$ cat src/umcir_pkg.sv
// package for the modem control, modem status and interrupt unit of one serial channel
// assumes a plain register port with byte-wide data in the low bits
package umcir_pkg;
	localparam int UMCIR_AW = 3;
	localparam logic [2:0] UMCIR_OFS_IER = 3'h1;
	localparam logic [2:0] UMCIR_OFS_IIR = 3'h2;
	localparam logic [2:0] UMCIR_OFS_MCR = 3'h4;
	localparam logic [2:0] UMCIR_OFS_MSR = 3'h6;
	localparam logic [2:0] UMCIR_OFS_AUX = 3'h7;
	localparam logic [7:0] UMCIR_RST_IER = 8'h00;
	localparam logic [7:0] UMCIR_RST_MCR = 8'h00;
	localparam logic [7:0] UMCIR_RST_AUX = 8'h00;
	localparam int UMCIR_MCR_DTR = 0;
	localparam int UMCIR_MCR_RTS = 1;
	localparam int UMCIR_MCR_RDY = 2;
	localparam int UMCIR_MCR_IRQ = 3;
	localparam int UMCIR_MCR_LOOP = 4;
	localparam int UMCIR_MCR_XANY = 5;
	localparam int UMCIR_MCR_TACC = 6;
	localparam int UMCIR_MCR_DIV4 = 7;
	localparam int UMCIR_AUX_ENH = 4;
	localparam int UMCIR_AUX_FEN = 0;
	localparam logic [5:0] UMCIR_ID_LSR = 6'h06;
	localparam logic [5:0] UMCIR_ID_RTO = 6'h0C;
	localparam logic [5:0] UMCIR_ID_RHR = 6'h04;
	localparam logic [5:0] UMCIR_ID_THR = 6'h02;
	localparam logic [5:0] UMCIR_ID_MDM = 6'h08;
	localparam logic [5:0] UMCIR_ID_XOF = 6'h10;
	localparam logic [5:0] UMCIR_ID_CRS = 6'h20;
	localparam logic [5:0] UMCIR_ID_NONE = 6'h01;
	typedef struct packed {
		logic cts_b;
		logic dsr_b;
		logic ri_b;
		logic cd_b;
	} umcir_modem_in_t;
	typedef struct packed {
		logic line_err;
		logic rx_timeout;
		logic rx_data;
		logic tx_below;
		logic xoff;
		logic cts_rise;
		logic rts_rise;
	} umcir_src_t;
endpackage

$ cat src/umcir_top.sv
// modem control, modem status and interrupt identification for one serial channel
// assumes source levels come from datapath logic on clk_sys; modem pins are asynchronous
// Function
// control bit0 drives dtr low when set; loopback feeds status bit5
// control bit1 drives rts low when set unless auto rts owns the pin
// control bit2 enables fifo ready status; loopback feeds status bit6
// control bit3 enables interrupt pin, else high impedance; loopback feeds bit7
// control bit4 selects loopback: tx to rx, low control bits to status
// loopback maps control 0,1,2,3 to status 5,4,6,7
// control bit5 enables resume on any character
// control bit6 grants access to threshold and trigger registers
// control bit7 selects divide by four; reset loads inverse of prescale pin
// control bits 7..5 writable only while enhanced enable is set
// status bits 0,1,3 flag cts, dsr, cd changes; cleared on status read
// status bit2 flags ring rising edge; cleared on status read
// status bits 7..4 show inverted modem inputs or control bits in loopback
// enable bits gate receive, transmit, line, modem, xoff, rts, cts sources
// enable bit4 enables sleep mode
// enable bits 7..4 writable only while enhanced enable is set
// re-enabling transmit interrupt below threshold raises a new one
// interrupt output active whenever an enabled source interrupts
// identify bit0 reads zero while any interrupt pending
// identify bits 7,6 mirror fifo enable
// code reports highest source; line error first, timeout and receive second
// then transmit, modem, xoff or special, cts/rts inactive
// threshold register writes need enhanced enable and control bit6
// each source stays reported until its own clearing action
//
// Local design decisions: the plain strobed port and the placing of the registers.
`timescale 1ns/1ps
module umcir_top
	import umcir_pkg::*;
(
	input wire logic clk_sys,
	input wire logic rst_b,
	input wire logic [UMCIR_AW-1:0] reg_addr,
	input wire logic [7:0] reg_wdata,
	input wire logic reg_wr,
	input wire logic reg_rd,
	output logic [7:0] reg_rdata,
	input wire logic iir_read,
	input wire logic tcr_wr_req,
	output logic tcr_wr_en,
	output logic tlr_access_en,
	input wire umcir_modem_in_t modem_pin,
	input wire logic prescale_sel_pin,
	input wire umcir_src_t src,
	input wire logic auto_rts_en,
	input wire logic auto_rts_b,
	input wire logic tx_serial,
	output logic rx_loop_serial,
	output logic loop_active,
	output logic tx_pin,
	output logic dtr_b,
	output logic rts_b,
	output logic irq_out,
	output logic irq_oe,
	output logic fifo_ready_en,
	output logic xon_any_en,
	output logic clk_div4,
	output logic sleep_en
);
	logic [7:0] mcr_ff;
	logic [7:0] ier_ff;
	logic [7:0] aux_ff;
	logic [3:0] delta_ff;
	logic [3:0] lvl_ff;
	logic lvl_valid_ff;
	umcir_modem_in_t meta_ff;
	umcir_modem_in_t pin_ff;
	logic clk_meta_ff;
	logic clk_sync_ff;
	logic [1:0] strap_cnt_ff;
	logic thr_flag_ff;
	logic tx_below_ff;
	logic xoff_flag_ff;
	logic cts_flag_ff;
	logic rts_flag_ff;
	logic [7:0] rdata_ff;
	logic [3:0] lvl_now;
	logic [7:0] msr_view;
	logic [5:0] id_code;
	logic wr_ier;
	logic wr_mcr;
	logic rd_msr;
	logic enh;
	logic loop;

	// merge a protected upper field: new bits only while enhanced enable is set
	function automatic logic [7:0] umcir_guard(input logic [7:0] old_v, input logic [7:0] new_v,
		input logic [7:0] prot, input logic en);
		umcir_guard = en ? new_v : ((old_v & prot) | (new_v & ~prot));
	endfunction

	assign enh = aux_ff[UMCIR_AUX_ENH];
	assign loop = mcr_ff[UMCIR_MCR_LOOP];
	assign wr_ier = reg_wr && (reg_addr == UMCIR_OFS_IER);
	assign wr_mcr = reg_wr && (reg_addr == UMCIR_OFS_MCR);
	assign rd_msr = reg_rd && (reg_addr == UMCIR_OFS_MSR);

	// modem pins pass two flops before any logic looks at them
	always_ff @(posedge clk_sys or negedge rst_b) begin
		if (!rst_b) begin
			meta_ff <= '1;
			pin_ff <= '1;
			clk_meta_ff <= 1'b0;
			clk_sync_ff <= 1'b0;
		end else begin
			meta_ff <= modem_pin;
			pin_ff <= meta_ff;
			clk_meta_ff <= prescale_sel_pin;
			clk_sync_ff <= clk_meta_ff;
		end
	end

	// active-high levels in order cd, ri, dsr, cts
	always_comb begin
		if (loop) begin
			lvl_now = {mcr_ff[UMCIR_MCR_IRQ], mcr_ff[UMCIR_MCR_RDY],
				mcr_ff[UMCIR_MCR_DTR], mcr_ff[UMCIR_MCR_RTS]};
		end else begin
			lvl_now = {~pin_ff.cd_b, ~pin_ff.ri_b, ~pin_ff.dsr_b, ~pin_ff.cts_b};
		end
	end

	// status view: change flags low, levels high (cts, dsr, ri, cd)
	assign msr_view = {lvl_now[3], lvl_now[2], lvl_now[1], lvl_now[0], delta_ff};

	always_ff @(posedge clk_sys or negedge rst_b) begin
		if (!rst_b) begin
			mcr_ff <= UMCIR_RST_MCR;
			strap_cnt_ff <= 2'h3;
		end else begin
			if (wr_mcr) begin
				mcr_ff <= umcir_guard(mcr_ff, reg_wdata, 8'hE0, enh);
			end
			// the synchroniser is held in reset, so the strap is valid only on the third edge
			if (strap_cnt_ff != 2'h0) begin
				strap_cnt_ff <= strap_cnt_ff - 2'h1;
			end
			if (strap_cnt_ff == 2'h1) begin
				mcr_ff[UMCIR_MCR_DIV4] <= ~clk_sync_ff;
			end
		end
	end

	always_ff @(posedge clk_sys or negedge rst_b) begin
		if (!rst_b) begin
			ier_ff <= UMCIR_RST_IER;
		end else if (wr_ier) begin
			ier_ff <= umcir_guard(ier_ff, reg_wdata, 8'hF0, enh);
		end
	end

	always_ff @(posedge clk_sys or negedge rst_b) begin
		if (!rst_b) begin
			aux_ff <= UMCIR_RST_AUX;
		end else if (reg_wr && (reg_addr == UMCIR_OFS_AUX)) begin
			aux_ff <= reg_wdata & 8'h11;
		end
	end

	// change detection; the first sample after reset only primes the copy
	always_ff @(posedge clk_sys or negedge rst_b) begin
		if (!rst_b) begin
			lvl_ff <= 4'h0;
			lvl_valid_ff <= 1'b0;
			delta_ff <= 4'h0;
		end else begin
			lvl_ff <= lvl_now;
			lvl_valid_ff <= 1'b1;
			// a change in the read cycle survives: set wins over clear
			delta_ff <= (rd_msr ? 4'h0 : delta_ff) | (lvl_valid_ff ?
				{lvl_now[3] ^ lvl_ff[3], lvl_now[2] & ~lvl_ff[2],
				lvl_now[1] ^ lvl_ff[1], lvl_now[0] ^ lvl_ff[0]} : 4'h0);
		end
	end

	// transmit interrupt: set on entering below-threshold or on re-enable, cleared by
	// identify read while it is reported, or when the level rises above threshold
	always_ff @(posedge clk_sys or negedge rst_b) begin
		if (!rst_b) begin
			thr_flag_ff <= 1'b0;
			tx_below_ff <= 1'b0;
		end else begin
			tx_below_ff <= src.tx_below;
			if ((src.tx_below && !tx_below_ff) ||
				(src.tx_below && wr_ier && reg_wdata[1] && !ier_ff[1])) begin
				thr_flag_ff <= 1'b1;
			end else if (!src.tx_below || (iir_read && id_code == UMCIR_ID_THR)) begin
				thr_flag_ff <= 1'b0;
			end
		end
	end

	// xoff and cts/rts events latch until an identify read reports their code
	always_ff @(posedge clk_sys or negedge rst_b) begin
		if (!rst_b) begin
			xoff_flag_ff <= 1'b0;
			cts_flag_ff <= 1'b0;
			rts_flag_ff <= 1'b0;
		end else begin
			xoff_flag_ff <= src.xoff | (xoff_flag_ff & ~(iir_read && id_code == UMCIR_ID_XOF));
			cts_flag_ff <= src.cts_rise | (cts_flag_ff & ~(iir_read && id_code == UMCIR_ID_CRS));
			rts_flag_ff <= src.rts_rise | (rts_flag_ff & ~(iir_read && id_code == UMCIR_ID_CRS));
		end
	end

	// priority encoder, highest first
	always_comb begin
		if (ier_ff[2] && src.line_err) begin
			id_code = UMCIR_ID_LSR;
		end else if (ier_ff[0] && src.rx_timeout) begin
			id_code = UMCIR_ID_RTO;
		end else if (ier_ff[0] && src.rx_data) begin
			id_code = UMCIR_ID_RHR;
		end else if (ier_ff[1] && thr_flag_ff) begin
			id_code = UMCIR_ID_THR;
		end else if (ier_ff[3] && (delta_ff != 4'h0)) begin
			id_code = UMCIR_ID_MDM;
		end else if (ier_ff[5] && xoff_flag_ff) begin
			id_code = UMCIR_ID_XOF;
		end else if ((ier_ff[7] && cts_flag_ff) || (ier_ff[6] && rts_flag_ff)) begin
			id_code = UMCIR_ID_CRS;
		end else begin
			id_code = UMCIR_ID_NONE;
		end
	end

	always_ff @(posedge clk_sys or negedge rst_b) begin
		if (!rst_b) begin
			rdata_ff <= 8'h00;
		end else if (reg_rd) begin
			case (reg_addr)
				UMCIR_OFS_IER: rdata_ff <= ier_ff;
				UMCIR_OFS_IIR: rdata_ff <= {{2{aux_ff[UMCIR_AUX_FEN]}}, id_code};
				UMCIR_OFS_MCR: rdata_ff <= mcr_ff;
				UMCIR_OFS_MSR: rdata_ff <= msr_view;
				UMCIR_OFS_AUX: rdata_ff <= aux_ff;
				default: rdata_ff <= 8'h00;
			endcase
		end else begin
			rdata_ff <= 8'h00;
		end
	end
	assign reg_rdata = rdata_ff;

	// pins: in loopback the modem outputs rest inactive and tx idles high
	assign dtr_b = loop ? 1'b1 : ~mcr_ff[UMCIR_MCR_DTR];
	assign rts_b = loop ? 1'b1 : (auto_rts_en ? auto_rts_b : ~mcr_ff[UMCIR_MCR_RTS]);
	assign tx_pin = loop ? 1'b1 : tx_serial;
	assign rx_loop_serial = tx_serial;
	assign loop_active = loop;
	assign fifo_ready_en = mcr_ff[UMCIR_MCR_RDY] & ~loop;
	// pin released in loopback since bit3 then feeds status instead
	assign irq_oe = mcr_ff[UMCIR_MCR_IRQ] & ~loop;
	assign irq_out = (id_code != UMCIR_ID_NONE);
	assign xon_any_en = mcr_ff[UMCIR_MCR_XANY];
	assign tlr_access_en = enh & mcr_ff[UMCIR_MCR_TACC];
	assign tcr_wr_en = tcr_wr_req & enh & mcr_ff[UMCIR_MCR_TACC];
	assign clk_div4 = mcr_ff[UMCIR_MCR_DIV4];
	assign sleep_en = ier_ff[4];
endmodule

$ cat config.mk
export PLATFORM = sky130hd
export DESIGN_NAME = umcir_top
export DESIGN_NICKNAME = d
export VERILOG_FILES = /design/src/umcir_pkg.sv /design/src/umcir_top.sv
export SDC_FILE = /design/constraint.sdc
export NUM_CORES = 1
export LEC_CHECK = 0
export BUFFER_PORTS_ARGS = -buffer_cell sky130_fd_sc_hd__buf_2
export CORE_MARGIN = 5
export CORE_UTILIZATION = 45
export CTS_BUF_LIST = sky130_fd_sc_hd__clkbuf_8
export DETAILED_ROUTE_END_ITERATION = 10
export PLACE_DENSITY_LB_ADDON = 0.12
export SYNTH_ARGS = -nofsm -noshare
export SYNTH_HDL_FRONTEND = slang
export SYNTH_SLANG_ARGS = --single-unit
$ cat constraint.sdc
create_clock -name clk_sys -period 2.2 [get_ports clk_sys]
set_input_delay 0.44 -clock clk_sys [delete_from_list [all_inputs] [get_ports clk_sys]]
set_output_delay 0.44 -clock clk_sys [all_outputs]
set_load 0.01 [all_outputs]
After elaboration in Yosys (flattened, before gate mapping)
Index checks and enable logic that the tools add are counted.
Widths: inputs -> output; s select.

word-level totals
  register bits = 52
  bits of input ports = 32
  output and inout bits = 21
  word-level logic and storage cells = 115

operators by class
  add/sub/neg operators = 1
  equality and inequality tests = 10
  muxes and demuxes = 22
  bitwise logic cells = 29
  reductions and logical operators = 29

operator list
  kind                number
  $mux 6              7
  $pmux 8 s5          1
  $mux 8              4
  $logic_and 1x1->1   19
  $mux 4              3
  $not 1->1           11
  $and 1x1->1         9
  $eq 3x3->1 const B  3
  $or 8x4->8          1
  $or 8x5->8          1
  $mux 1              7
  $eq 6x2->1 const B  1
  $eq 6x5->1 const B  1
  $eq 6x6->1 const B  1
  $ne 6x1->1 const B  1
  $reduce_bool 2->1   3
  $or 4x4->4          1
  $reduce_bool 4->1   1
  $eq 3x1->1 const B  1
  $eq 3x2->1 const B  1
  $logic_not 1->1     3
  $logic_or 1x1->1    3
  $or 1x1->1          3
  $xor 1x1->1         3
  other kinds (2)     2

Depth between registers and ports, before layout
Gate-level depths: netlist of run 1.

  depth after elaboration = 14
  depth in mapped cells = 6
  gate-level depth less buffers = 4

Worst setup path before layout of run 1
No wires, ideal clock.

  path type = reg2out
  from = register delta_ff[2]
  to = output irq_out
  data arrival time = 1.157 ns
  required time = 1.760 ns
  slack = 0.603 ns
  stages on the path, launching flop included = 5
  path buffers = 1
  path through = dfrtp_1 o41ai_2 and4_1 buf_4 nand3_1

on the way
  cells in the longest elaborated chain, start to end = 8

ends and longest elaborated chain
  element                 RTL line          text
  start, declared         umcir_top.sv:66   logic [3:0] delta_ff;
  start signal, assigned  umcir_top.sv:173  delta_ff <= (rd_msr ? 4'h0 : delta_ff) | (lvl_valid_ff ?
  $reduce_bool 4->1       umcir_top.sv:219  end else if (ier_ff[3] && (delta_ff != 4'h0)) begin
  $logic_and 1x1->1       umcir_top.sv:219
  $mux 6                  umcir_top.sv:219
  $mux 6                  umcir_top.sv:217  end else if (ier_ff[1] && thr_flag_ff) begin
  $mux 6                  umcir_top.sv:215  end else if (ier_ff[0] && src.rx_data) begin
  $mux 6                  umcir_top.sv:213  end else if (ier_ff[0] && src.rx_timeout) begin
  $mux 6                  umcir_top.sv:211  if (ier_ff[2] && src.line_err) begin
  $ne 6x1->1              umcir_top.sv:257  assign irq_out = (id_code != UMCIR_ID_NONE);
  end, declared           umcir_top.sv:56   output logic irq_out,

Every way passes these cells.

Worst setup path in the final report of run 1
  from = register delta_ff[1]
  to = output irq_out

The elaborated chain is that of the path after synthesis.

==> impl_metrics.env, run 1 <==
export IMPL_portBuffers=52
export IMPL_path_buf_inv=1
export IMPL_synth_seq_cells=52
export IMPL_syn2layout_area_growth_pct=18.82
export IMPL_numCtsBuffers=5
export IMPL_tritoncts="done"
export IMPL_fillCellCount=459
export IMPL_slowest_delay_ns=0.44
export IMPL_core_um2=5107
export IMPL_rrSetupSlack_ns=0.63
export IMPL_drc=0
export IMPL_power_density_nw_per_um2=868.9
export IMPL_antenna_diode_count=0
export IMPL_path_delay_family="flip-flops"
export IMPL_dp_hpwl_mm=3.868
export IMPL_multiInputGateArea_um2=958.4
export IMPL_antenna_found_initial=0
export IMPL_rr_startpoint="mcr_ff[4]"
export IMPL_die_area_um2=6811
export IMPL_final_hold_viol_count=0
export IMPL_clk_latency_ns=0.30
export IMPL_ys_seq_area_share_pct=55.50
export IMPL_required_ns=1.76
export IMPL_max_vdd_ir_drop_v=0.0004219
export IMPL_vias=1691
export IMPL_finalSetupViolCount=0
export IMPL_ys_flop_type="dfrtp_1"
export IMPL_critical_path_slowest_cell="dfrtp_1"
export IMPL_grt_pass1_wl_mm=8.280
export IMPL_ys_types=44
export IMPL_synthCells=201
export IMPL_register_area_um2=1315
export IMPL_root_buffer="clkbuf_8"
export IMPL_min_period_over_period_pct=93.88
export IMPL_die_height_um=82.53
export IMPL_dpl_worst_slack_ns=0.2849
export IMPL_stdcell_count=326
export IMPL_rsz0062_at_grt="no"
export IMPL_drv_cap=0
export IMPL_status="complete, no violations"
export IMPL_skew_ns=0.007438
export IMPL_place_congestion=0.9254
export IMPL_syn_num_nets=235
export IMPL_gr_total_overflow=0
export IMPL_htree_levels=2
export IMPL_viasPerCell=5.187
export IMPL_ant_nets=0
export IMPL_power_mw=2.444
export IMPL_yosys_warnings=0
export IMPL_avgRoutedWirePerCell_um=15.38
export IMPL_placed_cells=317
export IMPL_fp_dieW_um=82.53
export IMPL_totalWireLength_mm=5.013
export IMPL_layout_drive_gt1_share_pct=37.50
export IMPL_worst_hold_path_type="primary input to async pin"
export IMPL_cp_end_kind="primary output"
export IMPL_leakagePower_nw=1.321
export IMPL_grt_start_max_net_pins=32
export IMPL_cp_start_kind="flop"
export IMPL_arrival_ns=1.63
export IMPL_clk_pin_slew_ns=0.08
export IMPL_fin_ws_ns=0.1346
export IMPL_clock_path_buffers=2
export IMPL_slew_violations=0
export IMPL_clock_sinks=52
export IMPL_ff2ff_path_depth=4
export IMPL_finalSetupTns_ns=0
export IMPL_clock_fmax_ghz=0.4842
export IMPL_drt_initial_drc_count=122
export IMPL_r2r_end="reg_rdata[6]"
export IMPL_rows=26
export IMPL_syn_cell_area_um2=2367
export IMPL_path_cells="o41ai_4 -> and4_4 -> nand3_1 -> buf_2"
export IMPL_fin_nets=289
export IMPL_period_needed_ns=2.065
export IMPL_pin_count=53
export IMPL_grtUsageTotal_pct=16.37
export IMPL_avgSynthCellArea_um2=11.78
export IMPL_cts_hold_buf=0
export IMPL_async_reset_ff_share_pct=100.0
export IMPL_start_util_pct=46.35
export IMPL_first_pass_iters=4
export IMPL_grt_pass1_vias=1645
export IMPL_cp_max_fo=6
export IMPL_worstSetupPathType="flop to primary output"
export IMPL_synth_edf_count=0
-- stage by stage --
stage                     instance area [um2]  utilization [%]  hold slack, ns
after floorplan                          2367                -          0.1444
after global placement                   2683            52.52          0.3346
after detailed placement                 2683            52.52          0.3403
after CTS                                2791            54.65         0.09515
after global routing                     2813            55.07          0.1191
final                                    2813            55.07         0.09676
-- area by class of cell --
type	instances	share of cell area [%]
Tap cell	70	3.114
Sequential cell	52	46.75
Clock buffer	5	2.447
Inverter	9	1.201
Clock inverter	3	1.379
Multi-Input combinational cell	130	34.07
Timing Repair Buffer	57	11.03
-- sequential cells by signal (all words and copies together) (netlist names) --
name,cells
thr_flag_ff,1
mcr_ff,8
pin_ff,4
strap_cnt_ff,2
clk_meta_ff,1
aux_ff,2
lvl_ff,4
lvl_valid_ff,1
meta_ff,4
tx_below_ff,1
delta_ff,4
clk_sync_ff,1
xoff_flag_ff,1
reg_rdata,8
ier_ff,8
rts_flag_ff,1
cts_flag_ff,1
-- cells in the mapped netlist, types with 4 or more instances --
| cell type | number | area (um2) |
|---|---|---|
| a31oi_1 | 4 | 25.02 |
| xor2_1 | 4 | 35.03 |
| o21ai_0 | 11 | 55.05 |
| nor2_1 | 6 | 22.52 |
| nand4_1 | 4 | 25.02 |
| dfrtp_1 | 42 | 1051 |
| nand2_1 | 20 | 75.07 |
| a22o_1 | 7 | 61.31 |
| nand2b_1 | 6 | 37.54 |
| inv_1 | 9 | 33.78 |
| a21oi_1 | 5 | 25.02 |
| mux2_2 | 9 | 101.4 |
| mux2_4 | 4 | 60.06 |
| buf_4 | 5 | 37.54 |
| dfstp_2 | 10 | 262.8 |
| and2_1 | 4 | 25.02 |
| mux2i_1 | 5 | 50.05 |
| nand3_1 | 7 | 35.03 |
-- worst register-to-register path, cell delays in order, from the launching register on --
cell and delay (ns):
dfrtp_1 0.65, nand2b_1 0.19, nand3_1 0.08, a311o_1 0.37, a21boi_0 0.19
-- what timing repair did --
item                       CTS  global route
pin swaps                    0             2
setup buffers                0             1
setup endpoints to repair    1             1
gates resized for setup      1             3
gates cloned                 0             0
-- cells by family after synthesis --
group	Yosys count	share of synthesized area [%]
AO/OA/AOI/OAI	44	13.53
XOR/XNOR	5	1.850
adder cells (fa/ha/maj)	2	1.057
flip-flops	52	55.50
other	1	0.1584
AND/OR/NAND/NOR	60	14.38
buffers and inverters	19	4.598
multiplexers	18	8.933
-- per-layer routing --
layer,vias up,global-route usage [%],part of all wire (%),wire length (um)
met5,-,0,0,0
met3,7,4.881,7.9,395
met2,67,23.56,43,2151
li1,826,-,-,-
met1,791,23.55,48,2392
met4,0,5.392,1.5,74
-- worst max path at each step --
stage               depth (start not counted)        start  slack [ns]   endpoint
CTS                                         4  delta_ff[2]        0.02    irq_out
finish                                      4  delta_ff[1]        0.13    irq_out
global route                                4  delta_ff[3]        0.03    irq_out
floorplan                                   4  delta_ff[2]        0.60    irq_out
detailed placement                          5  reg_addr[1]        0.28  ier_ff[5]
global placement                            5       src[4]        0.31    irq_out
-- power by group --
part	switching, mW	internal [mW]
sequential	0.155	1.11
combinational	0.267	0.284
clock	0.293	0.333
total	0.715	1.73
-- placed cells by master, fill, tap and decap left out, drive strengths merged, types with 6 or more instances in the layout --
| master | n |
|---|---|
| nor2 | 6 |
| dfrtp | 42 |
| inv | 10 |
| o21ai | 11 |
| nand3 | 7 |
| mux2 | 13 |
| nand2b | 6 |
| nand2 | 21 |
| buf | 57 |
| a22o | 7 |
| dfstp | 10 |
No activity file was read; power rests on OpenSTA's default activity.
==> run 2, diff against run 1 <==
Clock period 2.2 ns to 2.3 ns, I/O delays scaled along.
==> run 2 against run 1 <==
Compared with the run above:
- die area stayed put
- count of clock-buffer cells in the layout is 1 higher
- sequential power is 5% lower
- sequential share of layout area is 0.40 points higher
- largest power group unchanged
- first-iteration DRC count is 30% lower
- clock skew is 0.00092 ns higher
- global-route usage is 0.58 points lower
- critical path depth stayed put
- hold slack better by 0.026 ns
- register-to-register slack better by 0.03 ns
- non-clock buffer count is 3 lower
==> impl_metrics.env, run 2 (synthesized netlist as in run 1, its figures left out) <==
export IMPL_worstSetupPathType="flop to primary output"
export IMPL_grt_start_max_net_pins=53
export IMPL_switching_power_uw=678.8
export IMPL_power_density_nw_per_um2=843.1
export IMPL_drt_initial_drc_count=86
export IMPL_p_clk_share_pct=27.1
export IMPL_grt_pass1_wl_mm=8.073
export IMPL_clk_latency_ns=0.30
export IMPL_finalSetupTns_ns=0
export IMPL_finalSetupViolCount=0
export IMPL_start_util_pct=46.35
export IMPL_clock_path_buffers=2
export IMPL_clk_pin_slew_ns=0.09
export IMPL_cp_end_kind="primary output"
export IMPL_totalWireLength_mm=4.975
export IMPL_cp_start_kind="flop"
export IMPL_p_int_mw=1.671
export IMPL_root_buffer="clkbuf_8"
export IMPL_grtUsageTotal_pct=15.80
export IMPL_numCtsBuffers=5
export IMPL_layout_common_cells="52 x buf_2, 42 x dfrtp_1, 20 x nand2_1"
export IMPL_path_delay_family="compound AO/OA/AOI/OAI gates"
export IMPL_portBuffers=52
export IMPL_htree_levels=2
export IMPL_antenna_diode_count=0
export IMPL_leakagePower_nw=1.295
export IMPL_critical_path_slowest_cell="o41ai_2"
export IMPL_max_vdd_ir_drop_v=0.0003400
export IMPL_period_needed_ns=2.169
export IMPL_slew_violations=0
export IMPL_required_ns=1.84
export IMPL_worst_pin_slew_ns=0.5033
export IMPL_max_slew_margin_rel_pct=66.45
export IMPL_status="complete, no violations"
export IMPL_tritoncts="done"
export IMPL_final_hold_viol_count=0
export IMPL_slowest_delay_ns=0.44
export IMPL_avgRoutedWirePerCell_um=15.40
export IMPL_fin_nets=286
export IMPL_drv_cap=0
export IMPL_hold_ws_ns=0.1224
export IMPL_dpl_cell_area_um2=2668
export IMPL_share_comb_of_total_power_pct=21.6
export IMPL_pin_count=53
export IMPL_ant_nets=0
export IMPL_layout_drive_gt1_share_pct=36.36
export IMPL_clock_fmax_ghz=0.4610
export IMPL_fp_dieW_um=82.53
export IMPL_fin_area_um2=2786
export IMPL_vias=1646
export IMPL_grt_pass1_vias=1601
export IMPL_power_frac_seq_pct=51.3
export IMPL_drc=0
export IMPL_fillCellCount=479
export IMPL_path_cells="o41ai_2 -> and4_4 -> nand3_1 -> buf_2"
export IMPL_worst_hold_path_type="primary input to async pin"
export IMPL_cts_hold_buf=0
export IMPL_skew_ns=0.008356
export IMPL_arrival_ns=1.71
export IMPL_switching_share_pct=28.89
export IMPL_clock_sinks=52
export IMPL_die_area_um2=6811
export IMPL_core_um2=5107
export IMPL_cp_max_fo=6
export IMPL_final_common_cell="buf_2"
export IMPL_antenna_found_initial=0
export IMPL_viasPerCell=5.096
export IMPL_gr_total_overflow=0
export IMPL_syn2layout_area_growth_pct=17.71
export IMPL_path_buf_inv=1
export IMPL_place_congestion=0.8439
export IMPL_rsz0062_at_grt="no"
export IMPL_die_height_um=82.53
export IMPL_first_pass_iters=4
export IMPL_dp_hpwl_mm=3.740
export IMPL_min_period_over_period_pct=94.30
export IMPL_rows=26
==> run 2: cell types whose count changed in the layout (fill, tap and decap cells not counted) <==
cell | previous run | this run
buf_4 | 4 | 1
clkbuf_8 | 5 | 6
clkinv_1 | 0 | 1
clkinv_2 | 1 | 0
dfrtp_1 | 41 | 42
dfrtp_2 | 1 | 0
inv_1 | 10 | 9
o41ai_2 | 0 | 1
o41ai_4 | 1 | 0
==> run 2: final timing paths <==
check                              from               to  slack (ns)  depth (start not counted)
max in group asynchronous         rst_b  strap_cnt_ff[1]        1.87                          2
min in group clk_sys       modem_pin[0]       meta_ff[0]        0.25                          1
min reg2reg                 clk_meta_ff      clk_sync_ff        0.36                          0
min                               rst_b        mcr_ff[1]        0.12                          2
max reg2reg                   mcr_ff[4]     reg_rdata[6]        0.66                          4
max                         delta_ff[2]          irq_out        0.13                          4
==> run 2: metal layers <==
layer | up-vias | part of all wire [%] | GRT usage, %
met1 | 775 | 49 | 23.80
li1 | 815 | - | -
met3 | 2 | 6.4 | 4.121
met4 | 0 | 0.40 | 3.595
met5 | - | 0 | 0
met2 | 54 | 44 | 22.68
==> run 2: power by group through the flow <==
stage          registers (mW)  logic (mW)  clock network, mW
2_1_floorplan            1.18       0.347                  0
3_3_place_gp             1.22       0.503                  0
3_5_place_dp             1.23       0.507                  0
4_1_cts                  1.21       0.510              0.658
5_1_grt                  1.23       0.568              0.693
6_report                 1.21       0.507              0.638
==> run 2: final cells by class <==
cell class	count	area, um2	area share (%)
clock buffers	6	82.58	2.964
clock inverters	2	33.78	1.212
inverters	9	33.78	1.212
multi-input cells	130	947.2	33.99
flip-flops and latches	52	1314	47.15
well taps	70	87.58	3.143
repair buffers	54	287.8	10.33
==> run 2: through the flow <==
step	power [mW]	worst slack, ns	cells	util (%)
2_1_floorplan	1.531	0.6826	201	-
3_3_place_gp	1.723	0.3596	315	52.23
3_5_place_dp	1.732	0.3525	315	52.23
4_1_cts	2.376	0.04779	323	54.51
5_1_grt	2.490	0.02024	323	54.56
6_report	2.349	0.1310	323	54.56
==> run 2: timing repair <==
item                       CTS  global route
setup endpoints to repair    0             1
setup buffers                0             0
resized for setup            0             2
==> run 3, diff against run 2 <==
Settings changed: CORE_MARGIN 5 to 2, CTS_BUF_LIST sky130_fd_sc_hd__clkbuf_8 to default.
==> run 3 against run 2 <==
Compared with the run above:
- highest routed layer unchanged
- critical path depth unchanged
- maximum frequency is 3.2% lower
- power decreased by 3.3%
- utilization down 0.24 points
- combinational power increased by 2%
- die area down 14%
==> impl_metrics.env, run 3 (synthesized netlist as in run 1, its figures left out) <==
export IMPL_status="complete, no violations"
export IMPL_p_int_mw=1.571
export IMPL_start_util_pct=46.35
export IMPL_slew_violations=0
export IMPL_drc=0
export IMPL_rows=26
export IMPL_switching_share_pct=30.87
export IMPL_clock_sinks=52
export IMPL_htree_levels=2
export IMPL_path_delay_family="compound AO/OA/AOI/OAI gates"
export IMPL_dpl_worst_slack_ns=0.3219
export IMPL_core_um2=5107
export IMPL_fp_dieW_um=76.53
export IMPL_share_comb_of_total_power_pct=22.8
export IMPL_ant_nets=0
export IMPL_ff2ff_path_depth=4
export IMPL_worst_hold_path_type="primary input to async pin"
export IMPL_grtUsageTotal_pct=17.70
export IMPL_root_buffer="clkbuf_8"
export IMPL_finalSetupTns_ns=0
export IMPL_die_height_um=76.53
export IMPL_p_clk_share_pct=24.4
export IMPL_final_hold_viol_count=0
export IMPL_clock_path_buffers=2
export IMPL_power_mw=2.273
export IMPL_grt_start_max_net_pins=53
export IMPL_min_period_over_period_pct=97.40
export IMPL_path_buf_inv=1
export IMPL_skew_ns=0.007427
export IMPL_tritoncts="done"
export IMPL_dp_hpwl_mm=3.573
export IMPL_cts_hold_buf=0
export IMPL_max_vdd_ir_drop_v=0.0004031
export IMPL_stdcell_count=324
export IMPL_slowest_delay_ns=0.48
export IMPL_cp_end_kind="primary output"
export IMPL_antenna_found_initial=0
export IMPL_viasPerCell=5.231
export IMPL_avgRoutedWirePerCell_um=15.18
export IMPL_portBuffers=52
export IMPL_power_density_nw_per_um2=819.3
export IMPL_first_pass_iters=5
export IMPL_drv_cap=0
export IMPL_gr_total_overflow=0
export IMPL_cp_max_fo=6
export IMPL_numCtsBuffers=5
export IMPL_vias=1695
export IMPL_period_needed_ns=2.240
export IMPL_required_ns=1.84
export IMPL_clock_fmax_ghz=0.4464
export IMPL_drt_initial_drc_count=153
export IMPL_die_area_um2=5857
export IMPL_totalWireLength_mm=4.918
export IMPL_grt_pass1_wl_mm=8.059
export IMPL_syn2layout_area_growth_pct=17.18
export IMPL_clk_pin_slew_ns=0.09
export IMPL_leakagePower_nw=1.293
export IMPL_final_common_cell="buf_2"
export IMPL_rr_startpoint="delta_ff[2]"
export IMPL_antenna_diode_count=0
export IMPL_path_cells="o41ai_2 -> and4_4 -> nand3_1 -> buf_2"
export IMPL_arrival_ns=1.78
export IMPL_finalSetupViolCount=0
export IMPL_pin_count=53
export IMPL_cp_startpoint="delta_ff[2]"
export IMPL_final_core_utilization_pct=54.31
export IMPL_layout_drive_gt1_share_pct=37.01
export IMPL_cp_start_kind="flop"
export IMPL_layout_common_cells="52 x buf_2, 42 x dfrtp_1, 20 x nand2_1"
export IMPL_worstSetupPathType="flop to primary output"
export IMPL_switching_power_uw=701.6
export IMPL_placed_cells=316
export IMPL_grt_pass1_vias=1609
export IMPL_power_frac_seq_pct=52.8
export IMPL_critical_path_slowest_cell="o41ai_2"
export IMPL_fin_ws_ns=0.05969
export IMPL_worst_path_stages=4
export IMPL_fin_nets=287
export IMPL_clk_latency_ns=0.31
export IMPL_place_congestion=0.8711
run 3: cell types whose count changed in the layout (fill, tap and decap cells not counted), sizes merged:
cell / previous run / this run
bufinv: 1 / 0
buf: 54 / 55
inv: 9 / 10
run 3: area by class of cell:
class | count | area, um2
clock inverter | 2 | 13.76
fill | 468 | 2333
inverter | 9 | 33.78
tap | 70 | 87.58
sequential | 52 | 1314
clock buffer | 6 | 82.58
multi-input combinational | 130 | 947.2
timing repair buffer | 55 | 295.3
run 3: metrics by stage:
step,instance area [um2],hold WS (ns)
2_1_floorplan,2367,0.1644
3_3_place_gp,2675,0.3339
3_5_place_dp,2675,0.3403
4_1_cts,2771,0.1315
5_1_grt,2774,0.1370
6_report,2774,0.1081
run 3: layer usage:
metal  routed length [um]  global-route usage [%]
met2                 2165                   25.13
met3                  300                   4.147
met1                 2357                   26.62
met4                   93                   6.000
met5                    0                       0
run 3: power groups by stage:
| stage | clock [mW] | sequential (mW) | combinational [mW] |
|---|---|---|---|
| 5_1_grt | 0.612 | 1.22 | 0.576 |
| 3_3_place_gp | 0 | 1.22 | 0.511 |
| 2_1_floorplan | 0 | 1.18 | 0.347 |
| 3_5_place_dp | 0 | 1.22 | 0.515 |
| 6_report | 0.554 | 1.20 | 0.518 |
| 4_1_cts | 0.566 | 1.20 | 0.517 |
run 3: worst paths after layout:
kind / slack, ns / to
max: 0.06 / irq_out
min: 0.11 / lvl_ff[0]
max reg2reg: 0.66 / rts_flag_ff
min reg2reg: 0.36 / clk_sync_ff
max in group asynchronous: 1.88 / meta_ff[1]
min in group clk_sys: 0.24 / meta_ff[3]
run 3: what timing repair did:
action / 4_1_cts / 5_1_grt
endpoints found under the setup margin: 0 / 1
gates resized for setup: 0 / 2
setup buffers: 0 / 0
